===== src/pkg/clsp_defines.vh =====
`ifndef CLSP_DEFINES_VH
`define CLSP_DEFINES_VH
// operation select codes on op_sel
`define CLSP_OP_NOP      4'h0
`define CLSP_OP_LOAD_ACC 4'h1
`define CLSP_OP_LOAD_MEM 4'h2
`define CLSP_OP_LOAD_BNK 4'h3
`define CLSP_OP_LOAD_X   4'h4
`define CLSP_OP_LOAD_Y   4'h5
`define CLSP_OP_SHR      4'h6
`define CLSP_OP_MUL      4'h7
`define CLSP_OP_MOVE_FWD 4'h8
`define CLSP_OP_MOVE_BWD 4'h9
`define CLSP_OP_OR       4'ha
`define CLSP_OP_PUSH_IMM 4'hb
`define CLSP_OP_PUSH_IND 4'hc
`define CLSP_OP_PUSH_REL 4'hd
`define CLSP_OP_PUSH_A   4'he
`define CLSP_OP_PUSH_B   4'hf
// opcode values and lengths carried through for the decoder side
`define CLSP_OPC_NOP     8'hea
`define CLSP_OPC_LDX_IMM 8'ha2
`define CLSP_OPC_LDY_IMM 8'ha0
`define CLSP_OPC_LDT_PRE 8'h89
`define CLSP_OPC_LDT_2ND 8'hc2
`define CLSP_LEN_NOP     2'h1
`define CLSP_LEN_IDX_IMM 2'h2
`define CLSP_LEN_LDT     2'h3
// bit positions
`define CLSP_MSB_WORD    4
`define CLSP_BYTE_MSB    7
`define CLSP_WORD_MSB    15
// reset values
`define CLSP_RST_WORD    16'h0000
`define CLSP_RST_BYTE    8'h00
`define CLSP_RST_SP      16'h01ff
`endif

===== src/design/clsp_alu.v =====
`timescale 1ns/1ps
`include "clsp_defines.vh"
// combinational datapath: or, shift right, multiply
module clsp_alu (
  input  wire [3:0]  op,       // operation select
  input  wire        m_flag,   // 1 = byte width
  input  wire [15:0] acc,      // accumulator operand
  input  wire [15:0] opnd,     // memory operand
  output reg  [15:0] res_lo,   // result or low product
  output reg  [15:0] res_hi,   // upper product half
  output reg         carry     // carry out of shift
);
  reg [31:0] prod;
  // byte mode of shift and multiply keeps only the low lane so the top bits of a short operand stay out
  always @* begin
    prod   = acc * opnd;
    res_lo = acc;
    res_hi = `CLSP_RST_WORD;
    carry  = 1'b0;
    case (op)
      `CLSP_OP_OR: begin
        res_lo = acc | opnd;
      end
      `CLSP_OP_SHR: begin
        carry  = opnd[0];
        res_lo = {1'b0, opnd[`CLSP_WORD_MSB:1]};
        if (m_flag) begin
          res_lo = {8'h00, 1'b0, opnd[`CLSP_BYTE_MSB:1]};
        end
      end
      `CLSP_OP_MUL: begin
        if (m_flag) begin
          // widen both bytes first: a bare byte product would lose its top half
          prod   = {16'h0000, {8'h00, acc[`CLSP_BYTE_MSB:0]} * {8'h00, opnd[`CLSP_BYTE_MSB:0]}};
          res_lo = {8'h00, prod[`CLSP_BYTE_MSB:0]};
          res_hi = {8'h00, prod[15:8]};
        end else begin
          res_lo = prod[15:0];
          res_hi = prod[31:16];
        end
      end
      default: begin
        res_lo = opnd;
      end
    endcase
  end
endmodule


===== src/design/clsp_exec.v =====
`timescale 1ns/1ps
`include "clsp_defines.vh"
module clsp_exec (
  input  wire        clk,        // 10 mhz clock
  input  wire        rstn,       // async reset, active low
  input  wire        start,      // pulse: execute op_sel
  input  wire [3:0]  op_sel,     // decoded operation
  input  wire        m_flag,     // data width flag
  input  wire        x_flag,     // index width flag
  input  wire        acc_b_sel,  // 1 = target accumulator b
  input  wire        to_mem,     // shift result goes to memory
  input  wire [7:0]  imm1,       // second instruction byte
  input  wire [7:0]  imm2,       // third instruction byte
  input  wire [1:0]  instr_len,  // instruction length in bytes
  input  wire [15:0] opnd,       // memory operand, already fetched
  input  wire [15:0] ea,         // effective operand address
  input  wire [15:0] mv_src,     // block move source start
  input  wire [15:0] mv_dst,     // block move destination start
  input  wire [15:0] mv_cnt,     // block move byte count minus one
  input  wire [15:0] direct_page_register,        // direct_page_register value
  input  wire [7:0]  mem_rdata,  // memory read data, valid a cycle after mem_rd
  output reg         mem_rd,     // memory read strobe
  output reg         mem_wr,     // memory write strobe
  output reg  [15:0] mem_addr,   // memory address
  output reg  [7:0]  mem_wdata,  // memory write data
  output wire        busy,       // operation in progress
  output reg         done,       // pulse: operation finished
  output reg  [15:0] acc_a,      // accumulator a
  output reg  [15:0] acc_b,      // accumulator b
  output reg  [15:0] idx_x,      // index register x
  output reg  [15:0] idx_y,      // index register y
  output reg  [7:0]  data_bank,  // data_bank_register
  output reg  [15:0] pc,         // program counter
  output reg  [15:0] sp,         // stack pointer
  output reg         carry       // carry flag
);
  localparam S_IDLE  = 5'h01;
  localparam S_PUSH  = 5'h02;
  localparam S_RD    = 5'h04;
  localparam S_MVRD  = 5'h08;
  localparam S_MVWR  = 5'h10;

  reg [4:0]  state_r;
  reg [3:0]  op_r;
  reg [7:0]  pbuf_r [0:1];      // bytes queued for the stack, index 0 first
  reg [1:0]  pcnt_r;            // bytes left to push
  reg        pidx_r;            // next pbuf entry
  reg        rdidx_r;           // push indirect read phase
  reg        rdwait_r;          // read data arrives next cycle
  reg [15:0] src_r;
  reg [15:0] dst_r;
  reg [15:0] cnt_r;
  reg        dir_r;             // 1 = backward move
  reg [7:0]  mvbyte_r;

  wire [15:0] alu_lo;
  wire [15:0] alu_hi;
  wire        alu_c;
  wire [15:0] acc_sel = acc_b_sel ? acc_b : acc_a;
  wire [15:0] rel_sum = pc + {imm2, imm1};
  // the push opcode alone picks the source, the target select plays no part
  wire [15:0] push_src = (op_sel == `CLSP_OP_PUSH_B) ? acc_b : acc_a;

  clsp_alu u_alu (
    .op     (op_sel),
    .m_flag (m_flag),
    .acc    (op_sel == `CLSP_OP_MUL ? acc_a : acc_sel),
    .opnd   (op_sel == `CLSP_OP_SHR && !to_mem ? acc_sel : opnd),
    .res_lo (alu_lo),
    .res_hi (alu_hi),
    .carry  (alu_c)
  );

  assign busy = (state_r != S_IDLE);

  // merge a byte-wide result into a word, top byte kept in byte mode
  function [15:0] merge;
    input [15:0] old;
    input [15:0] nw;
    input        narrow;
    begin
      merge = narrow ? {old[15:8], nw[`CLSP_BYTE_MSB:0]} : nw;
    end
  endfunction

  // program counter step past the instruction
  function [15:0] pc_step;
    input [15:0] p;
    input [1:0]  len;
    begin
      pc_step = p + {14'h0000, len};
    end
  endfunction

  // main sequencer
  always @(posedge clk or negedge rstn) begin
    if (!rstn) begin
      state_r   <= S_IDLE;
      op_r      <= `CLSP_OP_NOP;
      pbuf_r[0] <= `CLSP_RST_BYTE;
      pbuf_r[1] <= `CLSP_RST_BYTE;
      pcnt_r    <= 2'h0;
      pidx_r    <= 1'b0;
      rdidx_r   <= 1'b0;
      rdwait_r  <= 1'b0;
      src_r     <= `CLSP_RST_WORD;
      dst_r     <= `CLSP_RST_WORD;
      cnt_r     <= `CLSP_RST_WORD;
      dir_r     <= 1'b0;
      mvbyte_r  <= `CLSP_RST_BYTE;
      mem_rd    <= 1'b0;
      mem_wr    <= 1'b0;
      mem_addr  <= `CLSP_RST_WORD;
      mem_wdata <= `CLSP_RST_BYTE;
      done      <= 1'b0;
      acc_a     <= `CLSP_RST_WORD;
      acc_b     <= `CLSP_RST_WORD;
      idx_x     <= `CLSP_RST_WORD;
      idx_y     <= `CLSP_RST_WORD;
      data_bank <= `CLSP_RST_BYTE;
      pc        <= `CLSP_RST_WORD;
      sp        <= `CLSP_RST_SP;
      carry     <= 1'b0;
    end else begin
      mem_rd <= 1'b0;
      mem_wr <= 1'b0;
      done   <= 1'b0;
      case (state_r)
        S_IDLE: begin
          if (start) begin
            op_r <= op_sel;
            pc   <= pc_step(pc, instr_len);
            case (op_sel)
              `CLSP_OP_NOP: begin
                done <= 1'b1;
              end
              `CLSP_OP_LOAD_ACC, `CLSP_OP_OR: begin
                if (acc_b_sel) begin
                  acc_b <= merge(acc_b, alu_lo, m_flag);
                end else begin
                  acc_a <= merge(acc_a, alu_lo, m_flag);
                end
                done <= 1'b1;
              end
              `CLSP_OP_LOAD_MEM: begin
                mem_wr    <= 1'b1;
                mem_addr  <= ea;
                mem_wdata <= imm1;
                done      <= 1'b1;
              end
              `CLSP_OP_LOAD_BNK: begin
                data_bank <= imm1;
                done      <= 1'b1;
              end
              `CLSP_OP_LOAD_X: begin
                idx_x <= merge(idx_x, opnd, x_flag);
                done  <= 1'b1;
              end
              `CLSP_OP_LOAD_Y: begin
                idx_y <= merge(idx_y, opnd, x_flag);
                done  <= 1'b1;
              end
              `CLSP_OP_SHR: begin
                carry <= alu_c;
                if (to_mem) begin
                  mem_wr    <= 1'b1;
                  mem_addr  <= ea;
                  mem_wdata <= alu_lo[`CLSP_BYTE_MSB:0];
                end else if (acc_b_sel) begin
                  acc_b <= merge(acc_b, alu_lo, m_flag);
                end else begin
                  acc_a <= merge(acc_a, alu_lo, m_flag);
                end
                done <= 1'b1;
              end
              `CLSP_OP_MUL: begin
                acc_a <= merge(acc_a, alu_lo, m_flag);
                acc_b <= merge(acc_b, alu_hi, m_flag);
                done  <= 1'b1;
              end
              `CLSP_OP_MOVE_FWD, `CLSP_OP_MOVE_BWD: begin
                dir_r   <= (op_sel == `CLSP_OP_MOVE_BWD);
                src_r   <= mv_src;
                dst_r   <= mv_dst;
                cnt_r   <= mv_cnt;
                mem_rd  <= 1'b1;
                mem_addr <= mv_src;
                rdidx_r <= 1'b1;
                rdwait_r <= 1'b1;
                state_r <= S_MVRD;
              end
              `CLSP_OP_PUSH_IMM: begin
                pbuf_r[0] <= imm2;
                pbuf_r[1] <= imm1;
                pcnt_r    <= 2'h2;
                pidx_r    <= 1'b0;
                state_r   <= S_PUSH;
              end
              `CLSP_OP_PUSH_IND: begin
                mem_rd   <= 1'b1;
                mem_addr <= direct_page_register + {8'h00, imm1} + 16'h0001;
                rdidx_r  <= 1'b0;
                rdwait_r <= 1'b1;
                state_r  <= S_RD;
              end
              `CLSP_OP_PUSH_REL: begin
                pbuf_r[0] <= rel_sum[15:8];
                pbuf_r[1] <= rel_sum[`CLSP_BYTE_MSB:0];
                pcnt_r    <= 2'h2;
                pidx_r    <= 1'b0;
                state_r   <= S_PUSH;
              end
              default: begin
                // push a or b: high byte only in word mode
                pbuf_r[0] <= m_flag ? push_src[7:0] : push_src[15:8];
                pbuf_r[1] <= push_src[`CLSP_BYTE_MSB:0];
                pcnt_r    <= m_flag ? 2'h1 : 2'h2;
                pidx_r    <= 1'b0;
                state_r   <= S_PUSH;
              end
            endcase
          end
        end
        S_PUSH: begin
          // one byte per cycle at sp, then sp steps down
          mem_wr    <= 1'b1;
          mem_addr  <= sp;
          mem_wdata <= pbuf_r[pidx_r];
          sp        <= sp - 16'h0001;
          pidx_r    <= 1'b1;
          pcnt_r    <= pcnt_r - 2'h1;
          if (pcnt_r == 2'h1) begin
            done    <= 1'b1;
            state_r <= S_IDLE;
          end
        end
        S_RD: begin
          // the high byte comes first so it lands on the stack first
          if (rdwait_r) begin
            rdwait_r <= 1'b0;
          end else if (!rdidx_r) begin
            pbuf_r[0] <= mem_rdata;
            mem_rd    <= 1'b1;
            mem_addr  <= direct_page_register + {8'h00, imm1};
            rdidx_r   <= 1'b1;
            rdwait_r  <= 1'b1;
          end else begin
            pbuf_r[1] <= mem_rdata;
            pcnt_r    <= 2'h2;
            pidx_r    <= 1'b0;
            state_r   <= S_PUSH;
          end
        end
        S_MVRD: begin
          // issue, wait one cycle for the memory, then take the byte; the address bus carries src_r for the read
          if (!rdidx_r) begin
            mem_rd   <= 1'b1;
            mem_addr <= src_r;
            rdidx_r  <= 1'b1;
            rdwait_r <= 1'b1;
          end else if (rdwait_r) begin
            rdwait_r <= 1'b0;
          end else begin
            mvbyte_r <= mem_rdata;
            rdidx_r  <= 1'b0;
            state_r  <= S_MVWR;
          end
        end
        S_MVWR: begin
          mem_wr    <= 1'b1;
          mem_addr  <= dst_r;
          mem_wdata <= mvbyte_r;
          src_r     <= dir_r ? src_r - 16'h0001 : src_r + 16'h0001;
          dst_r     <= dir_r ? dst_r - 16'h0001 : dst_r + 16'h0001;
          cnt_r     <= cnt_r - 16'h0001;
          if (cnt_r == `CLSP_RST_WORD) begin
            done    <= 1'b1;
            state_r <= S_IDLE;
          end else begin
            state_r <= S_MVRD;
          end
        end
        default: begin
          state_r <= S_IDLE;
        end
      endcase
    end
  end
endmodule


===== config.mk =====
export PLATFORM = sky130hd
export DESIGN_NAME = clsp_exec
export DESIGN_NICKNAME = d
export VERILOG_FILES = /design/src/design/clsp_alu.v /design/src/design/clsp_exec.v
export VERILOG_INCLUDE_DIRS = /design/src /design/src/pkg
export SDC_FILE = /design/constraint.sdc
export NUM_CORES = 1
export LEC_CHECK = 0
export BUFFER_PORTS_ARGS = -buffer_cell sky130_fd_sc_hd__buf_4
export CORE_MARGIN = 2
export CORE_UTILIZATION = 56
export DETAILED_ROUTE_END_ITERATION = 16
export PLACE_DENSITY_LB_ADDON = 0.2
export SETUP_SLACK_MARGIN = 0.1
export SLEW_MARGIN = 10
export SYNTH_ARGS = -nofsm -noshare
export SYNTH_HDL_FRONTEND = slang
export SYNTH_SLANG_ARGS = --single-unit

===== constraint.sdc =====
create_clock -name clk -period 6.45 [get_ports clk]
set_input_delay 1.6125 -clock clk [delete_from_list [all_inputs] [get_ports clk]]
set_output_delay 1.6125 -clock clk [all_outputs]
set_load 0.02 [all_outputs]

==> summary by stage <==
Outcome
The run finished, with violations left. The final reports fail on setup timing.

Global routing
The total overflow left after global routing is 0. The total global routing track utilization is 41.21%. The largest net degree at the start of global routing is 181. The initial antenna violation count is 1.

The first global-routing pass estimated approximately 140 mm of wire. The number of global-route vias before repair is 25320.

Yosys
The number of instances in the synthesized netlist is ~2900. The post-synthesis cell type count is 80. The post-synthesis sequential area ratio is about 22%. The synthesized area per cell is 8.634 um^2. The cell area that synthesis handed to floorplanning was approximately 25000 um^2.

After synthesis, the share of flip-flops with an asynchronous set or reset is 100.0%. After synthesis, the cell types taking the most area are sky130_fd_sc_hd__dfrtp_1 (21%), sky130_fd_sc_hd__fa_1 (19%), sky130_fd_sc_hd__ha_1 (9.9%). The number of synthesized flops with an enable pin is 0. The top cell type by area accounts for 20.80% of the synthesized area. The number of synthesis warnings is 0. The most used flip-flop cell after synthesis is sky130_fd_sc_hd__dfrtp_1. When the netlist entered floorplanning its net count stood at between 3000 and 4000.

The library cell with the largest summed area after synthesis is sky130_fd_sc_hd__dfrtp_1. Counting flops and latches in the post-synthesis netlist gives 215.

Drt
The final route contains 25040 vias. The number of routed nets with antenna violations is 0. The number of vias per cell after detailed routing is 6.113.

The number of remaining DRC errors is 0. After detailed routing, the average wire length per cell comes to 23.28 um. In this run, the number of DRC markers left after iteration 0 of detailed routing was around 2500. The routed design has 95.34 mm of wire.

The number of optimization iterations in the first detailed-route pass is 8.

Cells and area
After the last flow step, the layout net total stands at 4055. The finished cells cover 33070 um^2. The layout has 3127 filler cells. The fraction of final layout cells with drive strength greater than 1 is a little under a third. The count of cells in the finished layout, fillers not included, comes to about 4100.

The synthesis-to-finish area growth is 34.06%. The repair_antennas step left the layout with diodes totalling 0.

Placed design
The HPWL after detailed placement is ~74 mm. The count of buffers added on input and output ports is 265. After detailed placement, the design holds a cell count of 3980. Summing all placed instances gives a cell area of 30350 um^2. OpenSTA, run right after detailed placement, puts the worst setup slack at -2.048 ns. The congestion estimate from routability-driven global placement came to 1.030.

Clock network
The maximum count of clock buffers along a single path is 3. The TritonCTS buffer count is 27. The total clock sinks is 215. For the worst-skew pair, the clock arrives at the later sink with an insertion delay of between 0.5 and 0.6 ns. In this run the clock root is driven by a sky130_fd_sc_hd__clkbuf_16. Hold repair after CTS inserted 0 buffers. The clock input transition at the sequential cells of the worst setup and hold paths is 0.06 ns. TritonCTS built the clock tree. The number of levels in the clock H-tree is 1.

Die
The die extent in x is between 200 and 250 um. The die span in y is 213.9 um. The core area is 43270 um^2. The number of ports placed on the die boundary is 266. The die covers around 46000 um^2. The starting density of the core is a little under three fifths. The floorplan has 76 rows.

Timing
The worst slack on hold paths is 0.4680 ns. The number of pins with negative max-slew slack in the final report is 0. Once routing completed, OpenROAD measured the worst setup slack at -1.270 ns. The post-layout minimum cycle time is 7.720 ns.

The maximum clock skew at final layout is 0.02892 ns. Setup repair after global routing could not meet its margin everywhere. The number of hold-slack violations in the final timing report came to 0. The maximum operating frequency is 0.1295 GHz.

The final cycle utilization of the critical path is 119.7%. The relative slew slack is a little under a fifth. The transition time at the pin with the least slew margin is 1.217 ns. The number of endpoints failing setup at the final stage is 27.

Critical path
Data arrives at the worst endpoint at 8.16 ns. The largest individual stage delay along the critical path comes from the cell sky130_fd_sc_hd__fa_1. The type of the worst setup path is in -> reg. At the worst endpoint, the required time is 6.89 ns. The kind of launch point of the worst setup path is an input port. STA classifies the critical path endpoint as a flip-flop.

The number of buffers and inverters on the critical path is 8. The gate family responsible for the most delay along the worst path is adder cells. The most numerous cell on the critical path is sky130_fd_sc_hd__fa_1.

Of all nets on the critical path, the largest fanout is 8. The largest incremental delay on the critical path is 0.55 ns.

Worst hold path
The worst hold path class is reg -> reg.

Job
The max-capacitance violation count is 0.
-- registers in the layout, summed over array words and instances (netlist names) --
register	cells
rdwait_r	1
mem_addr	16
data_bank	8
idx_x	16
idx_y	16
carry	1
rdidx_r	1
mem_wr	1
pbuf_r	16
dst_r	16
pcnt_r	2
acc_a	16
mvbyte_r	8
state_r	5
acc_b	16
cnt_r	16
sp	16
pidx_r	1
dir_r	1
done	1
pc	16
src_r	16
mem_rd	1
mem_wdata	8
-- worst reg2reg max path, cell delays in order, from the launching register on --
cell                       delay [ns]
sky130_fd_sc_hd__dfrtp_1         0.41
sky130_fd_sc_hd__mux2i_1         0.29
sky130_fd_sc_hd__nor2_4          0.06
sky130_fd_sc_hd__a21o_1          0.23
sky130_fd_sc_hd__buf_4           0.18
sky130_fd_sc_hd__nand2_2         0.07
sky130_fd_sc_hd__inv_1           0.05
sky130_fd_sc_hd__fa_1            0.50
sky130_fd_sc_hd__inv_1           0.05
sky130_fd_sc_hd__fa_1            0.48
sky130_fd_sc_hd__fa_2            0.41
sky130_fd_sc_hd__fa_1            0.50
sky130_fd_sc_hd__inv_1           0.06
sky130_fd_sc_hd__fa_1            0.53
sky130_fd_sc_hd__inv_1           0.05
sky130_fd_sc_hd__fa_1            0.49
sky130_fd_sc_hd__inv_1           0.07
sky130_fd_sc_hd__ha_4            0.30
sky130_fd_sc_hd__nand4_1         0.20
sky130_fd_sc_hd__nor4_4          0.27
sky130_fd_sc_hd__o211ai_1        0.22
sky130_fd_sc_hd__nand3_2         0.12
sky130_fd_sc_hd__buf_6           0.14
sky130_fd_sc_hd__nand3_1         0.07
sky130_fd_sc_hd__a31oi_1         0.24
sky130_fd_sc_hd__xnor2_1         0.15
sky130_fd_sc_hd__a221oi_2        0.24
sky130_fd_sc_hd__nor2_1          0.07
-- per-stage QoR --
step,utilization (%),setup TNS (ns)
after detailed placement,70.15,-45.46
after CTS,74.86,-21.73
final,76.43,-26.54
after floorplan,-,-26.00
after global placement,70.15,-42.11
after global routing,76.43,-30.36
-- final cells by class --
type | count | area, um^2 | share of cell area [%]
Timing Repair Buffer | 727 | 5852 | 17.70
Clock buffer | 39 | 780.7 | 2.361
Inverter | 337 | 1265 | 3.825
Sequential cell | 215 | 5393 | 16.31
Clock inverter | 10 | 142.6 | 0.4313
Multi-Input combinational cell | 2183 | 18900 | 57.16
Tap cell | 585 | 732.0 | 2.213
-- kinds of logic (layout without fill, tap and decap cells) --
| kind of cell | after synthesis | count (layout) | share of synthesized area [%] |
|---|---|---|---|
| adders and majority gates | 432 | 432 | 29.05 |
| DFF | 215 | 215 | 21.86 |
| buffers and inverters | 462 | 1113 | 7.091 |
| muxes | 135 | 135 | 5.874 |
| AOI/OAI and AO/OA | 632 | 632 | 16.90 |
| xor gates and xnor gates | 101 | 101 | 3.586 |
| and+or+nand+nor | 880 | 883 | 15.64 |
-- timing repair --
action                                  in CTS  in global routing
pin swaps                                   76                 82
resized for setup                          194                 99
buffers inserted                            33                 34
endpoints found under the setup margin      27                 28
cloned                                       3                  1
-- cell usage after synthesis, types with 10 or more instances --
| library cell | number |
|---|---|
| sky130_fd_sc_hd__nand3_1 | 51 |
| sky130_fd_sc_hd__and3_1 | 19 |
| sky130_fd_sc_hd__nor4_1 | 11 |
| sky130_fd_sc_hd__o21ai_1 | 13 |
| sky130_fd_sc_hd__o21ai_0 | 128 |
| sky130_fd_sc_hd__mux2i_1 | 57 |
| sky130_fd_sc_hd__o211ai_1 | 20 |
| sky130_fd_sc_hd__dfstp_2 | 10 |
| sky130_fd_sc_hd__clkbuf_1 | 99 |
| sky130_fd_sc_hd__nor2_1 | 252 |
| sky130_fd_sc_hd__a221oi_1 | 13 |
| sky130_fd_sc_hd__nor3_1 | 54 |
| sky130_fd_sc_hd__nor2b_1 | 16 |
| sky130_fd_sc_hd__a22oi_1 | 26 |
| sky130_fd_sc_hd__o31ai_1 | 19 |
| sky130_fd_sc_hd__xor2_1 | 38 |
| sky130_fd_sc_hd__a21oi_1 | 153 |
| sky130_fd_sc_hd__ha_1 | 196 |
| sky130_fd_sc_hd__a31oi_1 | 25 |
| sky130_fd_sc_hd__nand4_1 | 10 |
| sky130_fd_sc_hd__or3_1 | 23 |
| sky130_fd_sc_hd__mux2_2 | 78 |
| sky130_fd_sc_hd__o21a_1 | 16 |
| sky130_fd_sc_hd__nand2_1 | 378 |
| sky130_fd_sc_hd__buf_1 | 16 |
| sky130_fd_sc_hd__a222oi_1 | 21 |
| sky130_fd_sc_hd__dfrtp_1 | 205 |
| sky130_fd_sc_hd__a211oi_1 | 29 |
| sky130_fd_sc_hd__a221o_1 | 10 |
| sky130_fd_sc_hd__o22ai_1 | 27 |
| sky130_fd_sc_hd__and2_1 | 15 |
| sky130_fd_sc_hd__fa_1 | 235 |
| sky130_fd_sc_hd__inv_1 | 336 |
| sky130_fd_sc_hd__xnor2_1 | 63 |
| sky130_fd_sc_hd__nand2b_1 | 16 |
| sky130_fd_sc_hd__a21o_1 | 42 |
-- worst paths after layout --
check                           from   endpoint  slack [ns]  cells after the start
max reg2reg                 acc_b[5]  acc_b[15]       -0.15                     27
min in group asynchronous       rstn  dst_r[10]        0.90                      1
max                        acc_b_sel  acc_b[15]       -1.27                     27
min reg2reg                cnt_r[12]  cnt_r[12]        0.47                      2
max in group asynchronous       rstn  idx_x[13]        4.17                      2
min                        cnt_r[12]  cnt_r[12]        0.47                      2
-- cell usage in the layout, fill, tap and decap left out, drive strengths merged, types with 23 or more instances in the layout --
cell type  instances
nor3              54
or3               23
ha               196
a211oi            30
dfrtp            205
mux2              78
fa               235
clkbuf            40
a31oi             25
o22ai             27
inv              339
mux2i             57
xor2              38
a21oi            153
nor2             252
nand3             51
a22oi             26
a21o              42
o21ai            141
xnor2             63
buf              726
nand2            381
-- layer usage --
layer,GRT usage (%),share of wire (%),vias to the layer above
li1,-,-,11090
met1,51.07,37,12200
met4,27.80,8.0,4
met2,67.04,46,1346
met3,6.093,8.3,399
met5,0,0.048,-
Power is not shown: default switching activity piles up to over one toggle a cycle in this logic, so the estimate is an artifact.
